===== src/hdl/prsf_pkg.sv =====
// package: command codes, bit positions and carriers for the rail status flags
package prsf_pkg;
	localparam logic [7:0] CMD_OUTPUT_VOLTAGE_STATUS = 8'h7a;
	localparam logic [7:0] CMD_OUTPUT_CURRENT_STATUS = 8'h7b;
	localparam logic [7:0] CMD_INPUT_SUPPLY_STATUS   = 8'h7c;
	localparam logic [7:0] STATUS_RESET               = 8'h00;
	// output voltage status bits
	localparam int OV_FAULT_BIT   = 7;
	localparam int OV_WARN_BIT    = 6;
	localparam int UV_WARN_BIT    = 5;
	localparam int UV_FAULT_BIT   = 4;
	localparam int LIMIT_BIT      = 3;
	localparam int TIMEOUT_BIT    = 2;
	localparam logic [7:0] VOUT_SUPPORTED = 8'hfc;
	// output current status bits
	localparam int OC_FAULT_BIT   = 7;
	localparam int OC_WARN_BIT    = 5;
	localparam logic [7:0] IOUT_SUPPORTED = 8'ha0;
	// input supply status bits
	localparam int IN_OV_FAULT_BIT = 7;
	localparam int IN_UV_WARN_BIT  = 5;
	localparam int IN_LOW_BIT      = 3;
	localparam logic [7:0] INPUT_LATCHED  = 8'ha0;
	// summary bits of the status word
	localparam int SUM_VOUT_BIT = 15;
	localparam int SUM_IOUT_BIT = 14;
	localparam int SUM_INPUT_BIT = 13;
	localparam logic [15:0] WORD_RESET = 16'h0000;

	typedef struct packed {
		logic output_overvoltage_fault;
		logic output_overvoltage_warning;
		logic output_undervoltage_warning;
		logic output_undervoltage_fault;
		logic output_limit_clamped;
		logic startup_timeout;
		logic output_overcurrent_fault;
		logic output_overcurrent_warning;
		logic input_overvoltage_fault;
		logic input_undervoltage_warning;
		logic power_input_above_on;
		logic internal_5v_rail_ok;
	} prsf_events_t;

	typedef struct packed {
		logic       wr;
		logic       rd;
		logic       clear_faults;
		logic [7:0] cmd;
		logic [7:0] data;
	} prsf_req_t;

	typedef struct packed {
		logic [7:0] vout;
		logic [7:0] iout;
		logic [7:0] input_supply;
	} prsf_masks_t;
endpackage : prsf_pkg


===== src/hdl/prsf_sync.sv =====
// two-flop synchroniser for the condition inputs
`timescale 1ns/10ps
module prsf_sync #(
	parameter int W = 12
) (
	input  wire logic         mclk_in,
	input  wire logic         rst_n_in,
	input  wire logic [W-1:0] d_in,
	output logic      [W-1:0] q_out
);
	logic [W-1:0] meta_reg;

	always_ff @(posedge mclk_in) begin
		if (!rst_n_in) begin
			meta_reg <= '0;
			q_out    <= '0;
		end else begin
			meta_reg <= d_in;
			q_out    <= meta_reg;
		end
	end
endmodule : prsf_sync


===== src/hdl/prsf_flag_byte.sv =====
// one latched status byte with write-one-to-clear and clear-all
`timescale 1ns/10ps
module prsf_flag_byte #(
	parameter logic [7:0] SUPPORTED = 8'hff
) (
	input  wire logic       mclk_in,
	input  wire logic       rst_n_in,
	input  wire logic [7:0] set_in,
	input  wire logic       wr_in,
	input  wire logic [7:0] wdata_in,
	input  wire logic       clear_all_in,
	output logic      [7:0] flags_out
);
	logic [7:0] clr;

	always_comb begin
		clr = '0;
		if (clear_all_in)
			clr = 8'hff;
		else if (wr_in)
			clr = wdata_in;
	end

	// set wins over clear so a fault arriving during a clear is kept
	always_ff @(posedge mclk_in) begin
		if (!rst_n_in)
			flags_out <= prsf_pkg::STATUS_RESET;
		else
			flags_out <= ((flags_out & ~clr) | set_in) & SUPPORTED;
	end
endmodule : prsf_flag_byte


===== src/hdl/prsf_status_top.sv =====
// rail status bytes: output voltage, output current, input supply and alert
// How it works
// - output overvoltage fault latches bit 7; each overvoltage kind has its own mask bit.
// - output overvoltage warning latches bit 6 until cleared.
// - undervoltage warning latches bit 5, undervoltage fault latches bit 4.
// - output limit clamping latches bit 3, startup timeout latches bit 2.
// - output status bits 1 and 0 always read zero.
// - clear-faults or writing one to a bit clears it; zeros untouched.
// - output status answers command 7a with one byte read or write.
// - current status at 7b; overcurrent fault bit 7, warning bit 5.
// - current status bit 6 and bits 4 to 0 read zero.
// - input status at 7c; input overvoltage fault latches bit 7.
// - input bits 6, 4 and 2 to 0 read zero.
// - input undervoltage warning latches bit 5 and may raise alert.
// - undervoltage warning masked until input first rises above turn-on.
// - bit 3 live: input below turn-on or 5 V rail low.
// - live input-low bit set out of reset, never raises alert.
// - each alerting bit has a mask bit; masked bits still latch.
// - status word bits 15, 14, 13 summarise voltage, current, input.
`timescale 1ns/10ps
module prsf_status_top (
	input  wire logic                  mclk_in,
	input  wire logic                  rst_n_in,
	input  wire prsf_pkg::prsf_events_t events_in,
	input  wire prsf_pkg::prsf_req_t   req_in,
	input  wire prsf_pkg::prsf_masks_t masks_in,
	output logic [7:0]                 rdata_out,
	output logic                       rvalid_out,
	output logic [15:0]                status_word_out,
	output logic                       alert_n_out
);
	prsf_pkg::prsf_events_t ev;
	logic [7:0] vout_set;
	logic [7:0] iout_set;
	logic [7:0] in_set;
	logic [7:0] vout_flags;
	logic [7:0] iout_flags;
	logic [7:0] in_flags;
	logic [7:0] in_view;
	logic       seen_on_reg;
	logic       low_live;
	logic       wr_vout;
	logic       wr_iout;
	logic       wr_in;
	logic       alert_next;
	logic       alert_reg;

	// conditions come from analog comparators on another timebase
	prsf_sync #(.W($bits(prsf_pkg::prsf_events_t))) u_sync (
		.mclk_in  (mclk_in),
		.rst_n_in (rst_n_in),
		.d_in     (events_in),
		.q_out    (ev)
	);

	function automatic logic cmd_hit(input logic [7:0] c, input logic [7:0] code);
		return c == code;
	endfunction : cmd_hit

	assign wr_vout = req_in.wr && cmd_hit(req_in.cmd, prsf_pkg::CMD_OUTPUT_VOLTAGE_STATUS);
	assign wr_iout = req_in.wr && cmd_hit(req_in.cmd, prsf_pkg::CMD_OUTPUT_CURRENT_STATUS);
	assign wr_in   = req_in.wr && cmd_hit(req_in.cmd, prsf_pkg::CMD_INPUT_SUPPLY_STATUS);

	// undervoltage warning armed only after input has once been above turn-on
	always_ff @(posedge mclk_in) begin
		if (!rst_n_in)
			seen_on_reg <= 1'b0;
		else if (ev.power_input_above_on)
			seen_on_reg <= 1'b1;
	end

	// synced inputs reset low, so live bit reads 1 out of reset
	assign low_live = !ev.power_input_above_on || !ev.internal_5v_rail_ok;

	always_comb begin
		vout_set = '0;
		vout_set[prsf_pkg::OV_FAULT_BIT] = ev.output_overvoltage_fault;
		vout_set[prsf_pkg::OV_WARN_BIT]  = ev.output_overvoltage_warning;
		vout_set[prsf_pkg::UV_WARN_BIT]  = ev.output_undervoltage_warning;
		vout_set[prsf_pkg::UV_FAULT_BIT] = ev.output_undervoltage_fault;
		vout_set[prsf_pkg::LIMIT_BIT]    = ev.output_limit_clamped;
		vout_set[prsf_pkg::TIMEOUT_BIT]  = ev.startup_timeout;
		iout_set = '0;
		iout_set[prsf_pkg::OC_FAULT_BIT] = ev.output_overcurrent_fault;
		iout_set[prsf_pkg::OC_WARN_BIT]  = ev.output_overcurrent_warning;
		in_set = '0;
		in_set[prsf_pkg::IN_OV_FAULT_BIT] = ev.input_overvoltage_fault;
		in_set[prsf_pkg::IN_UV_WARN_BIT]  = ev.input_undervoltage_warning && seen_on_reg;
	end

	// unsupported bits forced to zero by the SUPPORTED mask
	prsf_flag_byte #(.SUPPORTED(prsf_pkg::VOUT_SUPPORTED)) u_vout (
		.mclk_in      (mclk_in),
		.rst_n_in     (rst_n_in),
		.set_in       (vout_set),
		.wr_in        (wr_vout),
		.wdata_in     (req_in.data),
		.clear_all_in (req_in.clear_faults),
		.flags_out    (vout_flags)
	);

	prsf_flag_byte #(.SUPPORTED(prsf_pkg::IOUT_SUPPORTED)) u_iout (
		.mclk_in      (mclk_in),
		.rst_n_in     (rst_n_in),
		.set_in       (iout_set),
		.wr_in        (wr_iout),
		.wdata_in     (req_in.data),
		.clear_all_in (req_in.clear_faults),
		.flags_out    (iout_flags)
	);

	prsf_flag_byte #(.SUPPORTED(prsf_pkg::INPUT_LATCHED)) u_in (
		.mclk_in      (mclk_in),
		.rst_n_in     (rst_n_in),
		.set_in       (in_set),
		.wr_in        (wr_in),
		.wdata_in     (req_in.data),
		.clear_all_in (req_in.clear_faults),
		.flags_out    (in_flags)
	);

	always_comb begin
		in_view = in_flags;
		in_view[prsf_pkg::IN_LOW_BIT] = low_live;
	end

	// reads are side-effect free; unknown codes answer zero
	always_ff @(posedge mclk_in) begin
		if (!rst_n_in) begin
			rdata_out  <= prsf_pkg::STATUS_RESET;
			rvalid_out <= 1'b0;
		end else begin
			rvalid_out <= req_in.rd;
			if (req_in.rd) begin
				case (req_in.cmd)
					prsf_pkg::CMD_OUTPUT_VOLTAGE_STATUS: rdata_out <= vout_flags;
					prsf_pkg::CMD_OUTPUT_CURRENT_STATUS: rdata_out <= iout_flags;
					prsf_pkg::CMD_INPUT_SUPPLY_STATUS:   rdata_out <= in_view;
					default:                             rdata_out <= prsf_pkg::STATUS_RESET;
				endcase
			end
		end
	end

	always_ff @(posedge mclk_in) begin
		if (!rst_n_in)
			status_word_out <= prsf_pkg::WORD_RESET;
		else begin
			status_word_out <= prsf_pkg::WORD_RESET;
			status_word_out[prsf_pkg::SUM_VOUT_BIT]  <= |vout_flags;
			status_word_out[prsf_pkg::SUM_IOUT_BIT]  <= |iout_flags;
			status_word_out[prsf_pkg::SUM_INPUT_BIT] <= |in_flags;
		end
	end

	// mask bit 1 blocks that flag; live bit excluded since in_flags lacks it
	assign alert_next = |(vout_flags & ~masks_in.vout)
		| |(iout_flags & ~masks_in.iout)
		| |(in_flags & ~masks_in.input_supply);

	always_ff @(posedge mclk_in) begin
		if (!rst_n_in)
			alert_reg <= 1'b0;
		else
			alert_reg <= alert_next;
	end

	assign alert_n_out = !alert_reg;
endmodule : prsf_status_top


===== config.mk =====
export PLATFORM = sky130hd
export DESIGN_NAME = prsf_status_top
export DESIGN_NICKNAME = d
export VERILOG_FILES = /design/src/hdl/prsf_pkg.sv /design/src/hdl/prsf_sync.sv /design/src/hdl/prsf_flag_byte.sv /design/src/hdl/prsf_status_top.sv
export SDC_FILE = /design/constraint.sdc
export NUM_CORES = 1
export LEC_CHECK = 0
export BUFFER_PORTS_ARGS = -buffer_cell sky130_fd_sc_hd__buf_2
export CORE_MARGIN = 2
export CORE_UTILIZATION = 53
export CTS_CLUSTER_DIAMETER = 60
export DETAILED_ROUTE_END_ITERATION = 8
export PLACE_DENSITY = 0.85
export SLEW_MARGIN = 20
export SYNTH_ARGS = -nofsm -noshare
export SYNTH_HDL_FRONTEND = slang
export SYNTH_HIERARCHICAL = 1
export SYNTH_SLANG_ARGS = --single-unit
export TNS_END_PERCENT = 20

===== constraint.sdc =====
create_clock -name mclk_in -period 3.9 [get_ports mclk_in]
set_clock_uncertainty 0.1 [all_clocks]
set_input_delay 0.78 -clock mclk_in [delete_from_list [all_inputs] [get_ports mclk_in]]
set_output_delay 0.78 -clock mclk_in [all_outputs]
set_load 0.02 [all_outputs]

==> results.md, run 1 <==
* Die X at approximately 70 um
* Critical path data arrival time at 2.13 ns
* Logic pwr share at between 10% and 20%
* DR vias/cell at 4.776
* Synth-to-Final Area Change at 15.48%
* Switching share of power at between 20% and 30%
* Clk root buf: clkbuf_8
* Power after layout at approximately 1000 uW
* CTS clk-pin slew, worst paths at about 0.09 ns
* Routed Antenna Nets at 0
* Hpwl dp at 3.239 mm
* Initial antenna violation count at 0
* Worst setup EP type: register
* Top_reg_cell synth: dfxtp_1
* DRC errors left at 0
* Crit-path cells: buf_2, and3b_1, and2_1, nand3_1, nor2_1, a211oi_1, o21a_1
* Core Box Area at just over 4000 um^2
* Worst-path fanout max at 6
* Global route overflow at 0
* Initial Utilization at 56.18%
* # fillers at 360
* I/O Buffers at 67
* Final worst slack at between 1.5 and 2 ns
* CP max-delay cell: nor2_1
* Non-filler cells, final at 362
* Final Slew Violations at 0
* Final Util at 64.88%
* Sequential power share at between 50% and 60%
* Die area at 4874 um^2
* Rel. slew slack at 62.71%
* Final #Nets at 368
* Clock power share at 36.0%
* CTS Sinks at 48
* Worst Max-Slew Pin Slew at approximately 0.56 ns
* DRT Pass-1 Iters at 4
* Distinct cell type count after synthesis at 26
* Number of max-cap violations at 0
* IR drop worst, VDD at 0.0003028 V
* Crit path time final at about 2.0 ns
* Total internal power at 757.1 uW
* Worst reg2reg path depth at 4
* First-pass GRT wire length at approximately 7.3 mm
* Final count of negative-setup-slack endpoints at 0
* Cts bufs inserted at 5
* Inserted Diodes at 0
* RSZ-0062 raised after global routing: false
* Post-synthesis register bit count at 48
* Pwr Density at between 300 and 400 nW/um^2
* Clock buffer depth at 2
* Synthesized cell area at 2296 um^2
* Die Y at around 70 um
* RePlAce Congestion at 0.8453
* H-Tree Depth at 2
* Vias in the first global route at 1654
* Critical Path Start Type: primary input
* WS Path Type: in -> reg
* Sw power at between 200 and 250 uW
* Outcome: completed
* Slowest stage delay, CP at 0.38 ns
* Setup tns final at 0 ns
* Synthesized area per cell at around 9.4 um^2
* Critical path required time at 4.00 ns
* Clk_lat worst skew at 0.30 ns
* Register area share after synthesis at approximately two fifths
* Static Leak at 1.154 nW
* GRT Util Overall at a little under a fifth
* Hold Violations, Final at 0
* Ports at 83
* CTS Hold Bufs at 0
* Crit-path leading delay family: simple AND/OR/NAND/NOR gates
* CTS tree: built
* Placed instance count at 354
* Hold Path Stages at 1
* Post-CTS sizing at 0
* Min-Delay Path Class: reg -> reg
* DR vias at 1729
* Cells after Synth at 245
* Period utilisation layout at a little over half
* WL final at 4.240 mm
* Post-synth EDFFs at 0
* Setup Buffers After CTS at 0
* DR WL/cell at 11.71 um
* Pin count of the biggest net entering global routing at 44
* Buf/Inv on CP at 1
* Levels on crit path at 7
* Iter 0 DRT Violations at 89
* Share of layout cells above drive strength 1 at 35.58%
* Fmax at between 400 and 500 MHz
* FP Rows at 23
* Synth warn at 6
* Async set-reset flop share out of synthesis at 0%
* Pre-CTS setup slack at 1.580 ns
==> cells by family after synthesis <==
kind of cell / Yosys count / synth area share [%]
buffers and inverters: 76 / 18.15
and+or+nand+nor: 56 / 16.35
AOI/OAI and AO/OA: 53 / 17.77
DFF: 48 / 41.85
muxes: 8 / 5.232
other: 4 / 0.6538
==> layout make-up <==
type | count | area (um^2) | share of cell area [%]
multi-input cells | 144 | 1005 | 37.90
clock buffers | 5 | 68.82 | 2.596
repair buffers | 68 | 342.8 | 12.93
flip-flops and latches | 48 | 960.9 | 36.24
clock inverters | 3 | 46.29 | 1.746
well taps | 50 | 62.56 | 2.360
inverters | 44 | 165.2 | 6.229
==> routing by layer <==
| layer | vias up | global-route usage (%) | part of all wire, % |
|---|---|---|---|
| met5 | - | 0 | 0 |
| met4 | 0 | 3.846 | 0.71 |
| met3 | 4 | 5.959 | 8.0 |
| met2 | 62 | 33.02 | 49 |
| met1 | 771 | 21.07 | 42 |
| li1 | 892 | - | - |
==> through the flow <==
step	hold slack (ns)	instance area (um^2)
2_1_floorplan	0.3119	2382
6_report	0.3364	2651
4_1_cts	0.3377	2651
3_3_place_gp	0.3168	2536
3_5_place_dp	0.3169	2536
5_1_grt	0.3468	2651
==> power by group through the flow <==
stage	sequential [mW]	combinational (mW)	clock, mW
floorplan	0.529	0.0936	0
global placement	0.527	0.115	0
detailed placement	0.528	0.117	0
CTS	0.516	0.117	0.365
global route	0.518	0.134	0.388
finish	0.516	0.120	0.357
==> synth_stat cells (2+ instances only) <==
cell	n	share of area (%)
a22oi_1	7	2.3
o21a_1	10	3.3
nand3_1	2	0.44
mux2_4	8	5.2
inv_1	44	7.2
a211oi_1	5	1.6
nor2_1	4	0.65
a211oi_2	5	2.7
a21oi_1	4	0.87
o22ai_1	19	5.2
nor4_1	9	2.5
conb_1	4	0.65
buf_4	29	9.5
and2_1	16	4.4
dfxtp_1	48	42
buf_6	3	1.5
and2_2	19	6.2
==> cell usage in the layout (no fill, tap or decap) <==
cell type / synthesis / layout
buf_2: 0 / 67
a211oi_2: 5 / 5
a22o_1: 1 / 1
conb_1: 4 / 27
a21oi_1: 4 / 4
o21a_1: 10 / 10
a22oi_1: 7 / 7
and3b_1: 1 / 1
bufinv_16: 0 / 1
nor3b_4: 1 / 1
clkbuf_8: 0 / 5
mux2_4: 8 / 8
and2_2: 19 / 19
buf_4: 29 / 1
a31oi_1: 1 / 1
inv_6: 0 / 1
o22ai_1: 19 / 19
nand3_1: 2 / 2
nand2_1: 1 / 1
a211oi_1: 5 / 5
dfxtp_1: 48 / 48
nor4_1: 9 / 9
o2111ai_4: 1 / 1
nor2_1: 4 / 4
and3_2: 1 / 1
clkinvlp_4: 0 / 1
nand2b_1: 1 / 1
inv_1: 44 / 44
nor2b_1: 1 / 1
and2_1: 16 / 16
==> worst paths after layout <==
path,slack [ns],endpoint,start
worst min-delay path,0.34,u_sync/q_out[6],u_sync/meta_reg[6]
worst max register to register,2.66,rdata_out[6],u_vout/flags_out[6]
worst min register to register,0.34,u_sync/q_out[6],u_sync/meta_reg[6]
worst max-delay path,1.87,u_vout/flags_out[5],req_in[15]
No activity file was read; power rests on OpenSTA's default activity.
==> run 2, diff against run 1 <==
Settings changed: CORE_UTILIZATION 53 to 44, PLACE_DENSITY 0.85 to 0.75.
Clock period 3.9 ns to 1.7 ns, I/O delays scaled along.
==> run 2 against run 1 <==
Cell count increased by 6.6%; non-clock buffer count increased by 4; global-route usage shrank 2.9 points; critical endpoint is now u_vout/flags_out[4]; clock power rose by 96%.
==> results.md, run 2 (synthesized netlist as in run 1, its figures left out) <==
* Outcome: completed
* Period utilisation layout at roughly 83%
* Min-Delay Path Class: in -> reg
* WL final at 4.324 mm
* Initial antenna violation count at 0
* Die area at 5812 um^2
* Commonest non-fill, non-tap cell in the layout: buf_2
* Cts bufs inserted at 5
* Final count of negative-setup-slack endpoints at 0
* First-pass GRT wire length at 7.293 mm
* DRT Pass-1 Iters at 4
* Final worst slack at 0.2961 ns
* WS Path Type: in -> reg
* I/O Buffers at 67
* DR WL/cell at 11.20 um
* Pre-CTS setup slack at -0.00003175 ns
* Iter 0 DRT Violations at 75
* DR vias/cell at 4.466
* Critical R2R Launch: u_vout/flags_out[6]
* Reg2Reg Setup Slack at 0.43 ns
* CP max-delay cell: a211oi_1
* Critical path data arrival time at ~1.6 ns
* Post-CTS sizing at 0
* Slowest stage delay, CP at 0.24 ns
* CTS Hold Bufs at 0
* Logic pwr share at 12.9%
* Clock power share at 32.3%
* Total internal power at between 1.5 and 2 mW
* # fillers at 493
* Vias in the first global route at 1653
* Clk_lat worst skew at 0.30 ns
* H-Tree Depth at 2
* RSZ-0062 raised after global routing: false
* Hold Violations, Final at 0
* Critical Path Start Type: primary input
* Crit-path cells: buf_2, and2_2, and2_1, nand3_1, nor2_1, buf_4, a211oi_1, o21a_1
* Clk root buf: clkbuf_8
* Core Box Area at about 5100 um^2
* Switching share of power at 25.97%
* Hpwl dp at 3.395 mm
* R2R Path End: rdata_out[6]
* Sequential power share at 54.8%
* RePlAce Congestion at 0.9314
* Sw power at 561.4 uW
* Clock buffer depth at 2
* Critical path required time at 1.85 ns
* CTS clk-pin slew, worst paths at 0.09 ns
* CTS tree: built
* Final #Nets at 372
* Pwr Density at 804.8 nW/um^2
* Worst reg2reg path depth at 4
* Number of max-cap violations at 0
* CTS Sinks at 48
* Global route overflow at 0
* Crit path time final at approximately 1.4 ns
* IR drop worst, VDD at about 0.00063 V
* Worst setup EP type: register
* Ports at 83
* Critical path origin: req_in[13]
* FP Rows at 26
* Setup Buffers After CTS at 0
* Initial Utilization at 45.24%
* Die X at 76.24 um
* Die Y at about 76 um
* DRC errors left at 0
* Critical Path Sink: u_vout/flags_out[4]
* Inserted Diodes at 0
* Seq. cell area at 960.9 um^2
* Commonest non-fill, non-tap cells in the layout: buf_2 (67), dfxtp_1 (48), inv_1 (44)
* Multi-input gate area at 1005 um^2
* Share of layout cells above drive strength 1 at between 30 and 40%
* GRT Util Overall at 15.38%
* Power after layout at roughly 2.2 mW
* Final Slew Violations at 0
* Fmax at 712.3 MHz
* Pin count of the biggest net entering global routing at 24
* Synth-to-Final Area Change at 17.00%
* DR vias at roughly 1700
* Worst-path fanout max at 6
* Static Leak at approximately 1.2 nW
* Routed Antenna Nets at 0
run 2: cell types whose count changed in the layout (fill, tap and decap cells not counted), sizes merged:
cell,change
clkinvlp,-1
buf,+4
clkinv,+1
bufinv,-1
inv,+1
run 2: power groups by stage:
stage | logic [mW] | clock network, mW | registers, mW
6_report | 0.279 | 0.699 | 1.18
5_1_grt | 0.309 | 0.771 | 1.19
4_1_cts | 0.274 | 0.721 | 1.18
3_5_place_dp | 0.273 | 0 | 1.21
3_3_place_gp | 0.270 | 0 | 1.21
2_1_floorplan | 0.215 | 0 | 1.21
run 2: worst max-delay path, delay by kind of cell:
| family | cells | cell delay, ns |
|---|---|---|
| AO/OA/AOI/OAI | 2 | 0.38 |
| AND/OR/NAND/NOR | 4 | 0.57 |
| buffers and inverters | 2 | 0.26 |
run 2: worst min path at each step:
stage	to	cells after the start	start	slack, ns
floorplan	u_sync/q_out[6]	1	u_sync/meta_reg[6]	0.31
global placement	u_sync/q_out[7]	1	u_sync/meta_reg[7]	0.32
detailed placement	u_sync/q_out[8]	1	u_sync/meta_reg[8]	0.32
CTS	u_sync/meta_reg[9]	2	events_in[9]	0.13
global route	u_sync/meta_reg[9]	2	events_in[9]	0.12
finish	u_sync/meta_reg[9]	2	events_in[9]	0.14
run 2: per-layer routing:
metal / global-route usage, % / share of wire [%] / wire length (um) / vias to the layer above
li1: - / - / - / 902
met1: 18.05 / 43 / 1842 / 746
met2: 25.93 / 47 / 2025 / 70
met3: 6.398 / 9.5 / 412 / 6
met4: 4.000 / 1.0 / 44 / 0
met5: 0 / 0 / 0 / -
run 2: area by class of cell:
class,count,area share (%)
clock buffers,5,2.562
clock inverters,3,0.9781
inverters,44,6.148
multi-input cells,144,37.40
flip-flops and latches,48,35.77
well taps,70,3.260
repair buffers,72,13.88
run 2: through the flow:
| step | instances | hold slack (ns) | area [um^2] | setup TNS [ns] | util (%) |
|---|---|---|---|---|---|
| finish | 386 | 0.1375 | 2686 | 0 | 52.93 |
| global route | 386 | 0.1206 | 2686 | 0 | 52.93 |
| CTS | 386 | 0.1280 | 2686 | 0 | 52.93 |
| detailed placement | 378 | 0.3177 | 2591 | -0.00003175 | 51.06 |
| global placement | 378 | 0.3180 | 2591 | 0 | 51.06 |
| floorplan | 268 | 0.3119 | 2382 | 0 | - |
